`src/design/cafr_consts.svh`:
```
`ifndef CAFR_CONSTS_SVH
`define CAFR_CONSTS_SVH
// register byte offsets
`define CAFR_OFF_MISC 8'h00
`define CAFR_OFF_RXERR 8'h04
`define CAFR_OFF_TXERR 8'h08
`define CAFR_OFF_FCTL 8'h0C
`define CAFR_OFF_CODE0 8'h10
`define CAFR_OFF_MASK0 8'h30
`define CAFR_OFF_STAT 8'h50
`define CAFR_OFF_IMSK 8'h54
`define CAFR_REG_STEP 8'h04
// field positions
`define CAFR_BIT_HOLD 0
`define CAFR_FCTL_ORG_LSB 4
`define CAFR_FCTL_HIT_LSB 0
`define CAFR_EV_ACC 0
`define CAFR_EV_DROP 1
`define CAFR_EV_HOLD 2
`define CAFR_EV_W 3
// reset values
`define CAFR_RST_BYTE 8'h00
`define CAFR_RST_HIT 3'h0
`define CAFR_RST_EV 3'h0
// bus answers
`define CAFR_RESP_OKAY 2'h0
`define CAFR_RESP_SLVERR 2'h2
`endif

```
`src/design/cafr_pkg.sv`:
```
package cafr_pkg;
	// filter organization codes
	typedef enum logic [1:0] {
		CAFR_ORG_32 = 2'h0,
		CAFR_ORG_16 = 2'h1,
		CAFR_ORG_8 = 2'h2,
		CAFR_ORG_CLOSED = 2'h3
	} cafr_org_t;
	typedef logic [7:0] cafr_byte_t;
endpackage : cafr_pkg

```
`src/design/cafr_top.sv`:
```
`timescale 1ns/1ps
`include "cafr_consts.svh"
// What this block does
// - hold flag readable, write one clears
// - user-recovery mode sets hold at bus-off
// - clearing requests recovery; reads zero then
// - receive error counter mirrored read-only
// - transmit error counter mirrored read-only
// - only accepted frames update the hit index; dropped frames still set a status event
// - code and mask applied bitwise per byte
// - 32-bit organization: extended uses four pairs, standard two
// - mask zero must match, one ignores
// - filter registers writable only in init
// - eight code and eight mask bytes
// - organization selects 32/16/8 or closed
// - hit index tracks foreground frame
module cafr_top #(
	parameter int AW = 8
) (
	// clock and reset
	input wire logic mclk_i,
	input wire logic resetn_i,
	// axi4-lite write side
	input wire logic s_axi_awvalid_i,
	output logic s_axi_awready_o,
	input wire logic [AW-1:0] s_axi_awaddr_i,
	input wire logic s_axi_wvalid_i,
	output logic s_axi_wready_o,
	input wire logic [31:0] s_axi_wdata_i,
	input wire logic [3:0] s_axi_wstrb_i,
	output logic s_axi_bvalid_o,
	input wire logic s_axi_bready_i,
	output logic [1:0] s_axi_bresp_o,
	// axi4-lite read side
	input wire logic s_axi_arvalid_i,
	output logic s_axi_arready_o,
	input wire logic [AW-1:0] s_axi_araddr_i,
	output logic s_axi_rvalid_o,
	input wire logic s_axi_rready_i,
	output logic [31:0] s_axi_rdata_o,
	output logic [1:0] s_axi_rresp_o,
	// controller mode state
	input wire logic init_request_i,
	input wire logic init_acknowledge_i,
	input wire logic sleep_request_i,
	input wire logic sleep_acknowledge_i,
	input wire logic recovery_on_user_request_i,
	input wire logic bus_off_i,
	// error counters
	input wire logic [7:0] rx_err_cnt_i,
	input wire logic [7:0] tx_err_cnt_i,
	// background receive buffer
	input wire logic frame_valid_i,
	input wire logic [31:0] received_identifier_bytes_i,
	input wire logic frame_ext_i,
	// results
	output logic frame_accept_o,
	output logic frame_drop_o,
	output logic [2:0] filter_hit_index_o,
	output logic bus_off_recover_o,
	output logic irq_o
);
	import cafr_pkg::*;

	// **********************************
	// declarations
	// **********************************
	logic wr_en; // one-cycle store strobe
	logic [AW-1:0] wr_addr;
	logic [31:0] wr_data;
	logic wr_ok; // address mapped
	logic rd_en;
	logic [AW-1:0] rd_addr;
	logic [31:0] rd_data;
	logic rd_ok;
	cafr_byte_t [7:0] code_reg; // acceptance code bytes, packed bank
	cafr_byte_t [7:0] mask_reg; // acceptance mask bytes, packed bank
	cafr_org_t org; // filter_organization
	logic bus_off_hold_flag;
	logic next_hold;
	logic rec_pend; // recovery requested, not yet left
	logic bus_off_q; // for the entry edge
	logic hold_set;
	logic hold_clr;
	logic init_mode;
	logic filt_accept;
	logic [2:0] filt_hit;
	logic [`CAFR_EV_W-1:0] ev_status; // sticky events
	logic [`CAFR_EV_W-1:0] ev_mask;
	logic [`CAFR_EV_W-1:0] ev_set;

	// address of the k-th word of a bank
	function automatic logic [AW-1:0] bank_addr(
		input logic [7:0] base, input int k);
		bank_addr = AW'(base) + AW'(k * 4);
	endfunction : bank_addr

	// true for any implemented register word
	function automatic logic mapped(input logic [AW-1:0] a);
		mapped = (a[1:0] == 2'h0) &&
			(a <= AW'(`CAFR_OFF_IMSK));
	endfunction : mapped

	// **********************************
	// bus slave
	// **********************************
	cafr_axil #(.AW(AW)) u_axil (
		.mclk_i(mclk_i),
		.resetn_i(resetn_i),
		.s_axi_awvalid_i(s_axi_awvalid_i),
		.s_axi_awready_o(s_axi_awready_o),
		.s_axi_awaddr_i(s_axi_awaddr_i),
		.s_axi_wvalid_i(s_axi_wvalid_i),
		.s_axi_wready_o(s_axi_wready_o),
		.s_axi_wdata_i(s_axi_wdata_i),
		.s_axi_wstrb_i(s_axi_wstrb_i),
		.s_axi_bvalid_o(s_axi_bvalid_o),
		.s_axi_bready_i(s_axi_bready_i),
		.s_axi_bresp_o(s_axi_bresp_o),
		.s_axi_arvalid_i(s_axi_arvalid_i),
		.s_axi_arready_o(s_axi_arready_o),
		.s_axi_araddr_i(s_axi_araddr_i),
		.s_axi_rvalid_o(s_axi_rvalid_o),
		.s_axi_rready_i(s_axi_rready_i),
		.s_axi_rdata_o(s_axi_rdata_o),
		.s_axi_rresp_o(s_axi_rresp_o),
		.wr_en_o(wr_en),
		.wr_addr_o(wr_addr),
		.wr_data_o(wr_data),
		.wr_ok_i(wr_ok),
		.rd_en_o(rd_en),
		.rd_addr_o(rd_addr),
		.rd_data_i(rd_data),
		.rd_ok_i(rd_ok)
	);

	// unmapped or misaligned words get an error
	assign wr_ok = mapped(wr_addr);
	assign init_mode = init_request_i & init_acknowledge_i;

	// **********************************
	// filter registers
	// **********************************
	// locked outside init so a running filter
	// never sees a half-written pattern
	always_ff @(posedge mclk_i) begin
		if (!resetn_i) begin
			for (int i = 0; i < 8; i++) begin
				code_reg[i] <= `CAFR_RST_BYTE;
				mask_reg[i] <= `CAFR_RST_BYTE;
			end
		end else if (wr_en & init_mode) begin
			for (int i = 0; i < 8; i++) begin
				if (wr_addr == bank_addr(`CAFR_OFF_CODE0, i)) begin
					code_reg[i] <= wr_data[7:0];
				end
				if (wr_addr == bank_addr(`CAFR_OFF_MASK0, i)) begin
					mask_reg[i] <= wr_data[7:0];
				end
			end
		end
	end

	// organization shares the init-only lock
	always_ff @(posedge mclk_i) begin
		if (!resetn_i) begin
			org <= CAFR_ORG_32;
		end else if (wr_en & init_mode &&
			wr_addr == AW'(`CAFR_OFF_FCTL)) begin
			org <= cafr_org_t'(
				wr_data[`CAFR_FCTL_ORG_LSB +: 2]);
		end
	end

	// **********************************
	// acceptance filter
	// **********************************
	cafr_filter u_filter (
		.org_i(org),
		.code_i(code_reg),
		.mask_i(mask_reg),
		.id_i(received_identifier_bytes_i),
		.ext_i(frame_ext_i),
		.accept_o(filt_accept),
		.hit_o(filt_hit)
	);

	// verdict per background frame; a dropped
	// frame is simply left to be overwritten
	always_ff @(posedge mclk_i) begin
		if (!resetn_i) begin
			frame_accept_o <= 1'b0;
			frame_drop_o <= 1'b0;
		end else begin
			frame_accept_o <= frame_valid_i & filt_accept;
			frame_drop_o <= frame_valid_i & ~filt_accept;
		end
	end

	// accepted frame moves to foreground here
	always_ff @(posedge mclk_i) begin
		if (!resetn_i) begin
			filter_hit_index_o <= `CAFR_RST_HIT;
		end else if (frame_valid_i & filt_accept) begin
			filter_hit_index_o <= filt_hit;
		end
	end

	// **********************************
	// bus-off hold
	// **********************************
	assign hold_set = bus_off_i & ~bus_off_q &
		recovery_on_user_request_i;
	assign hold_clr = wr_en && wr_addr == AW'(`CAFR_OFF_MISC) &&
		wr_data[`CAFR_BIT_HOLD];

	// entry-set wins over a same-cycle clear;
	// leaving bus-off drops the flag too
	always_comb begin
		next_hold = bus_off_hold_flag;
		if (hold_set) begin
			next_hold = 1'b1;
		end else if (hold_clr | ~bus_off_i) begin
			next_hold = 1'b0;
		end
	end

	// hold flag and edge history
	always_ff @(posedge mclk_i) begin
		if (!resetn_i) begin
			bus_off_hold_flag <= 1'b0;
			bus_off_q <= 1'b0;
		end else begin
			bus_off_hold_flag <= next_hold;
			bus_off_q <= bus_off_i;
		end
	end

	// recovery request stays up until bus-off ends
	always_ff @(posedge mclk_i) begin
		if (!resetn_i) begin
			rec_pend <= 1'b0;
		end else if (~bus_off_i) begin
			rec_pend <= 1'b0;
		end else if (hold_clr & bus_off_hold_flag & ~hold_set) begin
			rec_pend <= 1'b1;
		end
	end
	assign bus_off_recover_o = rec_pend;

	// **********************************
	// interrupts
	// **********************************
	assign ev_set[`CAFR_EV_ACC] = frame_accept_o;
	assign ev_set[`CAFR_EV_DROP] = frame_drop_o;
	assign ev_set[`CAFR_EV_HOLD] = hold_set;

	// sticky status, write one clears, set wins
	always_ff @(posedge mclk_i) begin
		if (!resetn_i) begin
			ev_status <= `CAFR_RST_EV;
		end else if (wr_en && wr_addr == AW'(`CAFR_OFF_STAT)) begin
			ev_status <= (ev_status &
				~wr_data[`CAFR_EV_W-1:0]) | ev_set;
		end else begin
			ev_status <= ev_status | ev_set;
		end
	end

	// mask register, plain read/write
	always_ff @(posedge mclk_i) begin
		if (!resetn_i) begin
			ev_mask <= `CAFR_RST_EV;
		end else if (wr_en && wr_addr == AW'(`CAFR_OFF_IMSK)) begin
			ev_mask <= wr_data[`CAFR_EV_W-1:0];
		end
	end
	assign irq_o = |(ev_status & ev_mask);

	// **********************************
	// read mux
	// **********************************
	// counters are live mirrors; their value is
	// only trusted in sleep or init mode
	always_comb begin
		rd_data = 32'h0000_0000;
		rd_ok = mapped(rd_addr);
		case (rd_addr)
			AW'(`CAFR_OFF_MISC): rd_data[`CAFR_BIT_HOLD] = bus_off_hold_flag;
			AW'(`CAFR_OFF_RXERR): rd_data[7:0] = rx_err_cnt_i;
			AW'(`CAFR_OFF_TXERR): rd_data[7:0] = tx_err_cnt_i;
			AW'(`CAFR_OFF_FCTL): begin
				rd_data[`CAFR_FCTL_ORG_LSB +: 2] = org;
				rd_data[`CAFR_FCTL_HIT_LSB +: 3] =
					filter_hit_index_o;
			end
			AW'(`CAFR_OFF_STAT): rd_data[`CAFR_EV_W-1:0] = ev_status;
			AW'(`CAFR_OFF_IMSK): rd_data[`CAFR_EV_W-1:0] = ev_mask;
			default: begin
				for (int i = 0; i < 8; i++) begin
					if (rd_addr == bank_addr(`CAFR_OFF_CODE0, i)) begin
						rd_data[7:0] = code_reg[i];
					end
					if (rd_addr == bank_addr(`CAFR_OFF_MASK0, i)) begin
						rd_data[7:0] = mask_reg[i];
					end
				end
			end
		endcase
	end

	// **********************************
	// checks
	// **********************************
	a_hold_entry: assert property (@(posedge mclk_i)
		disable iff (!resetn_i)
		bus_off_i & ~bus_off_q & recovery_on_user_request_i |=> bus_off_hold_flag)
		else $error("hold flag not set at bus-off entry");
	a_hold_w1c: assert property (@(posedge mclk_i)
		disable iff (!resetn_i)
		hold_clr & ~hold_set |=> !bus_off_hold_flag)
		else $error("write one did not clear hold flag");
	a_hold_zero_ign: assert property (@(posedge mclk_i)
		disable iff (!resetn_i)
		bus_off_hold_flag & bus_off_i & ~hold_clr |=> bus_off_hold_flag)
		else $error("hold flag lost without a clear");
	a_pend_reads_zero: assert property (@(posedge mclk_i)
		disable iff (!resetn_i)
		hold_clr & bus_off_hold_flag & bus_off_i & ~hold_set
		|=> bus_off_recover_o && !bus_off_hold_flag)
		else $error("recovery request not raised");
	a_code_locked: assert property (@(posedge mclk_i)
		disable iff (!resetn_i)
		wr_en & ~init_mode |=> code_reg[0] == $past(code_reg[0])
		&& mask_reg[7] == $past(mask_reg[7]))
		else $error("filter register written outside init");
	a_drop_quiet: assert property (@(posedge mclk_i)
		disable iff (!resetn_i)
		frame_valid_i & ~filt_accept
		|=> frame_drop_o && !frame_accept_o && $stable(filter_hit_index_o))
		else $error("dropped frame notified");
	a_hit_update: assert property (@(posedge mclk_i)
		disable iff (!resetn_i)
		frame_valid_i & filt_accept
		|=> filter_hit_index_o == $past(filt_hit))
		else $error("hit index not updated");
	a_closed_none: assert property (@(posedge mclk_i)
		disable iff (!resetn_i)
		frame_valid_i && org == CAFR_ORG_CLOSED
		|=> !frame_accept_o)
		else $error("closed filter accepted a frame");
	a_dontcare_pass: assert property (@(posedge mclk_i)
		disable iff (!resetn_i)
		frame_valid_i && org == CAFR_ORG_8 && mask_reg[3] == 8'hFF
		|=> frame_accept_o && filter_hit_index_o <= 3'h3)
		else $error("all-ignore filter did not accept");
	a_std_two_pairs: assert property (@(posedge mclk_i)
		disable iff (!resetn_i)
		frame_valid_i && !frame_ext_i && org == CAFR_ORG_32 &&
		mask_reg[0] == 8'hFF && mask_reg[1] == 8'hFF
		|=> frame_accept_o && filter_hit_index_o == 3'h0)
		else $error("standard frame checked beyond two pairs");
	a_event_sticky: assert property (@(posedge mclk_i)
		disable iff (!resetn_i)
		frame_accept_o |=> ev_status[`CAFR_EV_ACC])
		else $error("accept event not latched");
endmodule : cafr_top

```
`src/design/cafr_filter.sv`:
```
`timescale 1ns/1ps
// **********************************
// identifier acceptance filter bank
// **********************************
module cafr_filter (
	// filter setup
	input wire cafr_pkg::cafr_org_t org_i,
	input wire logic [63:0] code_i,
	input wire logic [63:0] mask_i,
	// received identifier
	input wire logic [31:0] id_i,
	input wire logic ext_i,
	// result
	output logic accept_o,
	output logic [2:0] hit_o
);
	import cafr_pkg::*;

	// one byte compare; mask one is don't care
	function automatic logic bm(input cafr_byte_t id,
		input cafr_byte_t c, input cafr_byte_t m);
		bm = ((id ^ c) & ~m) == 8'h00;
	endfunction : bm

	// byte k of a packed register bank
	function automatic cafr_byte_t pick(input logic [63:0] v,
		input int k);
		pick = v[8*k +: 8];
	endfunction : pick

	// descending scan so the lowest filter wins
	always_comb begin
		logic ok;
		ok = 1'b0;
		accept_o = 1'b0;
		hit_o = 3'h0;
		case (org_i)
			CAFR_ORG_32: begin
				for (int f = 1; f >= 0; f--) begin
					// standard frames use first two pairs only
					ok = bm(id_i[31:24], pick(code_i, 4*f),
						pick(mask_i, 4*f)) &
						bm(id_i[23:16], pick(code_i, 4*f+1),
						pick(mask_i, 4*f+1)) &
						(!ext_i |
						(bm(id_i[15:8], pick(code_i, 4*f+2),
						pick(mask_i, 4*f+2)) &
						bm(id_i[7:0], pick(code_i, 4*f+3),
						pick(mask_i, 4*f+3))));
					if (ok) begin
						accept_o = 1'b1;
						hit_o = 3'(f);
					end
				end
			end
			CAFR_ORG_16: begin
				for (int f = 3; f >= 0; f--) begin
					ok = bm(id_i[31:24], pick(code_i, 2*f),
						pick(mask_i, 2*f)) &
						bm(id_i[23:16], pick(code_i, 2*f+1),
						pick(mask_i, 2*f+1));
					if (ok) begin
						accept_o = 1'b1;
						hit_o = 3'(f);
					end
				end
			end
			CAFR_ORG_8: begin
				for (int f = 7; f >= 0; f--) begin
					ok = bm(id_i[31:24], pick(code_i, f),
						pick(mask_i, f));
					if (ok) begin
						accept_o = 1'b1;
						hit_o = 3'(f);
					end
				end
			end
			default: begin
				// closed: nothing is accepted
				accept_o = 1'b0;
			end
		endcase
	end
endmodule : cafr_filter

```
`src/design/cafr_axil.sv`:
```
`timescale 1ns/1ps
`include "cafr_consts.svh"
// **********************************
// axi4-lite slave front end
// **********************************
module cafr_axil #(
	parameter int AW = 8
) (
	// clock and reset
	input wire logic mclk_i,
	input wire logic resetn_i,
	// axi write side
	input wire logic s_axi_awvalid_i,
	output logic s_axi_awready_o,
	input wire logic [AW-1:0] s_axi_awaddr_i,
	input wire logic s_axi_wvalid_i,
	output logic s_axi_wready_o,
	input wire logic [31:0] s_axi_wdata_i,
	input wire logic [3:0] s_axi_wstrb_i,
	output logic s_axi_bvalid_o,
	input wire logic s_axi_bready_i,
	output logic [1:0] s_axi_bresp_o,
	// axi read side
	input wire logic s_axi_arvalid_i,
	output logic s_axi_arready_o,
	input wire logic [AW-1:0] s_axi_araddr_i,
	output logic s_axi_rvalid_o,
	input wire logic s_axi_rready_i,
	output logic [31:0] s_axi_rdata_o,
	output logic [1:0] s_axi_rresp_o,
	// register file side
	output logic wr_en_o,
	output logic [AW-1:0] wr_addr_o,
	output logic [31:0] wr_data_o,
	input wire logic wr_ok_i,
	output logic rd_en_o,
	output logic [AW-1:0] rd_addr_o,
	input wire logic [31:0] rd_data_i,
	input wire logic rd_ok_i
);
	if (AW < 7) begin : g_chk
		$error("cafr_axil: AW must be at least 7");
	end

	logic aw_full; // address held
	logic w_full; // data held
	logic [3:0] strb;

	// address and data are taken in either order
	assign s_axi_awready_o = !aw_full;
	assign s_axi_wready_o = !w_full;
	assign wr_en_o = aw_full & w_full & !s_axi_bvalid_o & strb[0];
	assign s_axi_arready_o = !s_axi_rvalid_o;
	assign rd_en_o = s_axi_arvalid_i & !s_axi_rvalid_o;
	assign rd_addr_o = s_axi_araddr_i;

	// write capture and response
	always_ff @(posedge mclk_i) begin
		if (!resetn_i) begin
			aw_full <= 1'b0;
			w_full <= 1'b0;
			wr_addr_o <= '0;
			wr_data_o <= 32'h0000_0000;
			strb <= 4'h0;
			s_axi_bvalid_o <= 1'b0;
			s_axi_bresp_o <= `CAFR_RESP_OKAY;
		end else begin
			if (s_axi_awvalid_i & !aw_full) begin
				aw_full <= 1'b1;
				wr_addr_o <= s_axi_awaddr_i;
			end
			if (s_axi_wvalid_i & !w_full) begin
				w_full <= 1'b1;
				wr_data_o <= s_axi_wdata_i;
				strb <= s_axi_wstrb_i;
			end
			if (aw_full & w_full & !s_axi_bvalid_o) begin
				// byte lane 0 off: nothing stored
				aw_full <= 1'b0;
				w_full <= 1'b0;
				s_axi_bvalid_o <= 1'b1;
				s_axi_bresp_o <= wr_ok_i ? `CAFR_RESP_OKAY :
					`CAFR_RESP_SLVERR;
			end
			if (s_axi_bvalid_o & s_axi_bready_i) begin
				s_axi_bvalid_o <= 1'b0;
			end
		end
	end

	// read data registered one cycle after address
	always_ff @(posedge mclk_i) begin
		if (!resetn_i) begin
			s_axi_rvalid_o <= 1'b0;
			s_axi_rdata_o <= 32'h0000_0000;
			s_axi_rresp_o <= `CAFR_RESP_OKAY;
		end else if (rd_en_o) begin
			s_axi_rvalid_o <= 1'b1;
			s_axi_rdata_o <= rd_ok_i ? rd_data_i : 32'h0000_0000;
			s_axi_rresp_o <= rd_ok_i ? `CAFR_RESP_OKAY :
				`CAFR_RESP_SLVERR;
		end else if (s_axi_rready_i) begin
			s_axi_rvalid_o <= 1'b0;
		end
	end

	a_rd_hold: assert property (@(posedge mclk_i) disable iff (!resetn_i)
		s_axi_rvalid_o & !s_axi_rready_i |=>
		s_axi_rvalid_o && $stable(s_axi_rdata_o))
		else $error("read answer dropped before ready");
endmodule : cafr_axil

```
`config.mk`:
```
export PLATFORM = sky130hd
export DESIGN_NAME = cafr_top
export DESIGN_NICKNAME = d
export VERILOG_FILES = /design/src/design/cafr_pkg.sv /design/src/design/cafr_top.sv /design/src/design/cafr_filter.sv /design/src/design/cafr_axil.sv
export VERILOG_INCLUDE_DIRS = /design/src /design/src/design
export SDC_FILE = /design/constraint.sdc
export NUM_CORES = 1
export LEC_CHECK = 0
export BUFFER_PORTS_ARGS = -buffer_cell sky130_fd_sc_hd__buf_2
export CORE_MARGIN = 8
export CORE_UTILIZATION = 50
export CTS_BUF_LIST = sky130_fd_sc_hd__clkbuf_8 sky130_fd_sc_hd__clkbuf_16
export DETAILED_ROUTE_END_ITERATION = 7
export PLACE_DENSITY = 0.72
export REMOVE_ABC_BUFFERS = 1
export SKIP_CTS_REPAIR_TIMING = 1
export SYNTH_ARGS = -nofsm -noshare
export SYNTH_HDL_FRONTEND = slang
export SYNTH_SLANG_ARGS = --single-unit
```
`constraint.sdc`:
```
create_clock -name mclk_i -period 2.8 [get_ports mclk_i]
set_input_delay 0.56 -clock mclk_i [delete_from_list [all_inputs] [get_ports mclk_i]]
set_output_delay 0.56 -clock mclk_i [all_outputs]
set_load 0.01 [all_outputs]
```
==> impl_summary.txt, run 1 <==
----------------------------------------------------
[Synthesis]
  Area contributors post-synth ... sky130_fd_sc_hd__dfxtp_1 33%, sky130_fd_sc_hd__mux2i_1 11%, sky130_fd_sc_hd__xnor2_1 11%
  Synthesized-area fraction occupied by and/or/nand/nor cells ... between 20% and 30%
  Synth Warn # ... 0
  Part of the Yosys area used for sequential elements ... about a third
  Number of enable flip-flop cells after synthesis ... 0
  Synth top area share ... 33.2%
  Library cell occupying the most area in the post-synthesis netlist ... sky130_fd_sc_hd__dfxtp_1
  Netlist area before placement ... between 10,000 and 15,000 um2
  Mean cell area of the mapped netlist ... between 8 and 9 um2
  Distinct cell type count of the synthesized netlist ... about 70
  Share of the synthesized area in compound gates (AO/OA/AOI/OAI) ... between 10% and 20%
  Mux share of post-synthesis cell area ... 12.4%
  Most used DFF post-synth ... sky130_fd_sc_hd__dfxtp_1
  Post-Synth Adder-Cell Area ... 0%
  Register bit count reported by yosys ... 175
  Area share of xor/xnor cells in the synthesized design ... between 10% and 20%
  Fraction of registers with async set or reset after synthesis ... 0%
  Main combinational cell family by area after synthesis ... simple AND/OR/NAND/NOR gates
  Post-Synthesis Cells ... between 1,000 and 1,500

[Floorplan]
  Row count ... 53
  Top-Level Pins ... approximately 160
  Die area ... approximately 26,000 um2
  Horizontal die dimension ... roughly 160 um
  Initial Util ... about half
  Die span in y ... about 160 um
  Floorplan core area ... ~21,000 um2

[Setup path]
  Buffers and inverters on the worst path ... 0
  CP delay by family, top ... simple AND/OR/NAND/NOR gates
  Max FO, Critical Path ... 12
  Slowest stage delay, CP ... ~700 ps
  Chain of cells forming the critical path ... nand3b_1 > nor2_1 > nand2_1 > or3_1 > nor2_1 > nand2_1 > a21boi_1
  Category of the most critical setup path ... reg -> reg
  CP Data Arrival Time ... approximately 2900 ps
  CP max stage cell ... sky130_fd_sc_hd__or3_1
  Type of origin of the critical path ... flip-flop
  Kind of capture point of the worst setup path ... flip-flop
  Required time of the worst setup path ... 3160 ps

[Drt]
  Wire length after detailed routing ... approximately 39,000 um
  DRT Pass-1 Iters ... 5
  DRC violation count after routing ... 0
  Mean number of vias per cell ... just over 6
  Mean routed wirelength per cell ... approximately 24 um
  Number of vias after detailed routing ... slightly below 10,000
  Initial DRC count ... about 1,100
  Post-DRT Antenna Nets ... 0

[STA]
  Pin slew with the least headroom to its limit ... ~1200 ps
  Final critical-path share of the clock period ... 89.6%
  Maximum clock frequency ... about 0.4 GHz
  Minimum clock period ... approximately 2500 ps
  Setup repair after global routing missed its margin ... no
  Final count of hold timing violations ... 0
  Worst slew margin ... around a fifth
  Setup Viol. Count Final ... 0
  Worst hold slack ... between 300 and 400 ps
  Pins over their slew limit ... 0
  Final worst clock skew ... ~22 ps

[CTS]
  CTS tree ... built
  Register clock-pin slew on the reported worst setup and hold paths ... 90 ps
  CTS H-Tree Depth ... 4
  Clock tree root buffer cell ... sky130_fd_sc_hd__clkbuf_16
  Number of CTS-inserted buffers ... 17
  Num Clock Sinks ... ~180
  Clock latency on the worst-skew pair ... 450 ps
  Worst-case clock buffer depth ... 2

[Cells and area]
  Most frequent standard cell in the layout excluding fill and tap cells ... sky130_fd_sc_hd__dfxtp_1
  Commonest cells after routing, fill and taps aside ... 175 x sky130_fd_sc_hd__dfxtp_1, 127 x sky130_fd_sc_hd__xnor2_1, 116 x sky130_fd_sc_hd__mux2i_1, 111 x sky130_fd_sc_hd__nor2b_1, 109 x sky130_fd_sc_hd__buf_4
  Area growth from synthesis to layout ... 16.9%
  Total of fill cells in the finished design ... ~1,900
  Post-layout instance area ... 12,300 um2
  Combined area of the multi-input logic cells ... between 6000 and 7000 um2
  Total number of nets in the final design ... between 1,000 and 1,500
  Ant diodes ... 0
  Fraction of layout instances using a drive strength above 1 ... 21.2%
  Area used by sequential logic in the layout ... around 3500 um2

[Run]
  Max-cap viol count ... 0

[Global route]
  Remaining global-route overflow ... 0
  Number of global-route vias before repair ... ~9,600
  Initial antenna violation count ... 0
  Global-route wire length before repair ... 58,500 um
  Pin count of the biggest net entering global routing ... 84
  Total Routing Usage GR ... around 29%

[Placed design]
  Count of input and output buffers ... 107
  Routability congestion estimate from global placement ... 1.01
  Instance area at placement ... about 12,000 um2
  Total half-perimeter wirelength after legalization and detailed placement ... between 20,000 and 30,000 um

[Pwr]
  Leakage power ... approximately 4.5 nW
  Worst supply voltage drop on vdd ... just over 300 uV
  Power density of the placed cells ... 458 nW/um2

[Hold path]
  Class of the tightest hold or removal check ... in -> reg

[Status]
  Status ... completed

----------------------------------------------------
-- per-layer routing --
metal | vias to the layer above | GRT usage [%] | part of all wire, %
met5 | - | 0 | 0
met1 | 4769 | 38.7 | 41
met3 | 103 | 5.09 | 10
met4 | 0 | 11.6 | 3.7
met2 | 563 | 46.6 | 45
li1 | 4499 | - | -
-- final timing paths --
kind / from / end / slack [ps] / depth (start not counted)
min reg2reg: bus_off_recover_o$_SDFFE_PN0P_ / bus_off_recover_o$_SDFFE_PN0P_ / 460 / 1
max: u_axil.s_axi_bvalid_o$_SDFFE_PP0P_ / code_reg[26]$_SDFFE_PN0P_ / 290 / 7
max reg2reg: u_axil.s_axi_bvalid_o$_SDFFE_PP0P_ / code_reg[26]$_SDFFE_PN0P_ / 290 / 7
min: s_axi_awvalid_i / u_axil.aw_full$_SDFFE_PP0P_ / 330 / 3
-- cells by family (layout without fill, tap and decap cells) --
family                    Yosys count  count (layout)
and+or+nand+nor                   391             391
AOI/OAI and AO/OA                 251             251
DFF                               175             175
buffers and inverters             135             264
xor gates and xnor gates          128             128
muxes                             125             125
other                               1              26
-- Yosys cell counts (all sizes together), types with 9 or more instances --
library cell	number
a22o	11
nor3	13
clkbuf	66
o21ai	20
nor2	55
a22oi	14
nor4	25
buf	53
o22ai	70
a21boi	51
nand2	105
dfxtp	175
a221oi	9
nor2b	111
a21oi	32
xnor2	128
mux2i	116
inv	16
nand3	39
-- metrics by stage --
step	instances	setup WS [ps]	setup TNS [ps]	utilization, %	power [mW]
4_1_cts	1635	356	0	59.0	5.65
5_1_grt	1635	122	0	59.0	5.82
3_5_place_dp	1603	-113	-213	56.1	3.24
6_report	1635	292	0	59.0	5.65
3_3_place_gp	1603	-165	-283	56.1	3.23
2_1_floorplan	1112	235	0	-	2.89
-- final cells by class --
type | instances | area share, %
clock buffers | 17 | 3.45
clock inverters | 15 | 1.47
inverters | 16 | 0.487
multi-input cells | 921 | 52.3
flip-flops and latches | 175 | 28.4
well taps | 275 | 2.79
repair buffers | 216 | 11.1
-- tightest hold or removal path, cell delays in order --
cell,delay (ps)
sky130_fd_sc_hd__buf_2,80
sky130_fd_sc_hd__nor2_1,30
sky130_fd_sc_hd__nor2_1,70
-- power by group --
part / switching, mW / total (mW) / internal [mW] / leakage [nW]
clock: 1.23 / 2.45 / 1.22 / 0.296
sequential: 0.0652 / 2.58 / 2.51 / 1.41
combinational: 0.356 / 0.620 / 0.264 / 2.82
total: 1.65 / 5.65 / 3.99 / 4.53
Note: power is estimated with default switching activity, not from simulation.
==> inputs of run 2 (changes only) <==
Settings changed: PLACE_DENSITY 0.72 to 0.7, SLEW_MARGIN from default to 20, SYNTH_HIERARCHICAL from default to 1.
==> run 2 against run 1 <==
Wire length up 12%. Non-clock buffer count fell by 3. Flip-flop and latch count rose by 24. Global-route usage increased by 0.14 points. Worst setup slack worse by 18 ps. Power increased by 10%. Sequential share of layout area increased by 0.36 points. Utilization down 0.23 points. Register-to-register slack worse by 20 ps. Via count grew 14%. Clock power increased by 4%. Clock skew decreased by 5.0 ps. Critical path type unchanged.
==> impl_summary.txt, run 2 <==
----------------------------------------------------
[CTS]
  Register clock-pin slew on the reported worst setup and hold paths ... roughly 90 ps
  Num Clock Sinks ... 199
  CTS H-Tree Depth ... 4
  Worst-case clock buffer depth ... 2
  CTS tree ... built
  Clock tree root buffer cell ... sky130_fd_sc_hd__clkbuf_16
  Number of CTS-inserted buffers ... 17
  Clock latency on the worst-skew pair ... between 400 and 500 ps

[Pwr]
  Power density of the placed cells ... approximately 450 nW/um2
  Leakage power ... 5.12 nW
  Worst supply voltage drop on vdd ... between 300 and 400 uV

[Placed design]
  Routability congestion estimate from global placement ... around 1.0
  Count of input and output buffers ... approximately 130
  Worst setup timing slack at the placement stage ... 2.15 ps
  Total half-perimeter wirelength after legalization and detailed placement ... between 30,000 and 40,000 um

[Synthesis]
  Mean cell area of the mapped netlist ... 8.67 um2
  Netlist area before placement ... about 12,000 um2
  Post-Synthesis Cells ... between 1,000 and 1,500
  Synth Warn # ... 6

[Setup path]
  Kind of capture point of the worst setup path ... flip-flop
  CP Data Arrival Time ... approximately 2900 ps
  Reg-to-reg setup timing slack ... 270 ps
  Max FO, Critical Path ... 6
  Required time of the worst setup path ... 3150 ps
  Type of origin of the critical path ... flip-flop
  Category of the most critical setup path ... reg -> reg

[STA]
  Final worst clock skew ... around 17 ps
  Pin slew with the least headroom to its limit ... approximately 1100 ps
  Crit path setup slack, layout ... roughly 270 ps
  Final critical-path share of the clock period ... around nine tenths
  Worst hold slack ... roughly 330 ps
  Maximum clock frequency ... 0.396 GHz
  Final count of hold timing violations ... 0
  Pins over their slew limit ... 0
  Setup repair after global routing missed its margin ... no
  Setup Viol. Count Final ... 0
  Minimum clock period ... ~2500 ps
  Worst slew margin ... between 20% and 30%

[Cells and area]
  Total number of nets in the final design ... 1,636
  Most frequent standard cell in the layout excluding fill and tap cells ... sky130_fd_sc_hd__dfxtp_1
  Total of fill cells in the finished design ... roughly 2,200
  Area growth from synthesis to layout ... 15.1%
  Area used by sequential logic in the layout ... roughly 4000 um2
  Fraction of layout instances using a drive strength above 1 ... 18.6%
  Final core utilization ... between 50% and 60%
  Combined area of the multi-input logic cells ... 7440 um2
  Ant diodes ... 0
  Commonest cells after routing, fill and taps aside ... 199 x sky130_fd_sc_hd__dfxtp_1, 142 x sky130_fd_sc_hd__nand2_1, 130 x sky130_fd_sc_hd__buf_2, 127 x sky130_fd_sc_hd__xnor2_1, 121 x sky130_fd_sc_hd__nor2b_1

[Floorplan]
  Initial Util ... between 50 and 60%
  Horizontal die dimension ... between 150 and 200 um
  Die span in y ... roughly 170 um
  Row count ... 56
  Die area ... just under 30,000 um2
  Top-Level Pins ... roughly 160
  Floorplan core area ... approximately 24,000 um2

[Drt]
  Wire length after detailed routing ... about 44,000 um
  DRC violation count after routing ... 0
  Mean routed wirelength per cell ... ~24 um
  DRT Pass-1 Iters ... 5
  Mean number of vias per cell ... just over 6
  Post-DRT Antenna Nets ... 0
  Number of vias after detailed routing ... roughly 11,000
  Initial DRC count ... about 1,300

[Status]
  Status ... completed

[Global route]
  Initial antenna violation count ... 0
  Number of global-route vias before repair ... 10,800
  Global-route wire length before repair ... 65,100 um
  Total Routing Usage GR ... 29.4%
  Remaining global-route overflow ... 0
  Pin count of the biggest net entering global routing ... 106

[Hold path]
  Class of the tightest hold or removal check ... in -> reg

[Run]
  Max-cap viol count ... 0

----------------------------------------------------
## run 2: changes by cell type in the layout (fill, tap and decap cells not counted), sizes merged, moves of 15 or more
cell    previous run  this run
nor2              55        40
dfxtp            175       199
nand2            105       143
nand3             39        67
a21boi            51        83
o21ai             20        50
## run 2: path summary, 6_finish.rpt
| check | from | to | cells after the start |
|---|---|---|---|
| setup / recovery | code_reg[58]$_SDFFE_PN0P_ | filter_hit_index_o[0]$_SDFFE_PN0P_ | 9 |
| hold reg to reg | u_axil/s_axi_rdata_o[11]$_SDFFE_PN0P_ | u_axil/s_axi_rdata_o[11]$_SDFFE_PN0P_ | 2 |
| hold / removal | s_axi_wdata_i[5] | u_axil/wr_data_o[5]$_SDFFE_PN0P_ | 3 |
| setup reg to reg | code_reg[58]$_SDFFE_PN0P_ | filter_hit_index_o[0]$_SDFFE_PN0P_ | 9 |
## run 2: layer usage
metal,up-vias,global-route usage [%],wire [um]
met5,-,0,0
met3,180,5.53,4010
met2,678,45.1,19100
met1,5264,38.2,18000
li1,5174,-,-
met4,0,16.7,2750
## run 2: area by class of cell
class,count,area share (%)
sequential,199,28.8
multi-input combinational,1076,53.8
tap,319,2.88
inverter,14,0.434
clock inverter,15,1.31
timing repair buffer,213,9.75
clock buffer,17,3.07
## run 2: worst max-delay path: stages, from the launching register on
cell	delay, ps
sky130_fd_sc_hd__dfxtp_1	590
sky130_fd_sc_hd__xnor2_1	170
sky130_fd_sc_hd__o22ai_1	90
sky130_fd_sc_hd__or4_1	590
sky130_fd_sc_hd__or2_1	270
sky130_fd_sc_hd__a41oi_2	180
sky130_fd_sc_hd__a2111o_1	250
sky130_fd_sc_hd__nand2_1	120
sky130_fd_sc_hd__nand2_1	80
sky130_fd_sc_hd__a21boi_0	70
## run 2: power breakdown
| group | leakage (nW) | total [mW] | switching (mW) | internal, mW |
|---|---|---|---|---|
| sequential | 1.61 | 2.93 | 0.0697 | 2.86 |
| clock | 0.292 | 2.56 | 1.35 | 1.21 |
| combinational | 3.22 | 0.741 | 0.439 | 0.302 |
| total | 5.12 | 6.23 | 1.86 | 4.37 |
## run 2: through the flow
step / area (um2) / total power, mW / instances / setup TNS, ps
after floorplan: 11500 / 3.30 / 1289 / -4960
after global placement: 13200 / 3.71 / 1821 / 0
after detailed placement: 13200 / 3.71 / 1821 / 0
after CTS: 13800 / 6.23 / 1853 / 0
after global routing: 13800 / 6.42 / 1853 / 0
final: 13800 / 6.23 / 1853 / 0
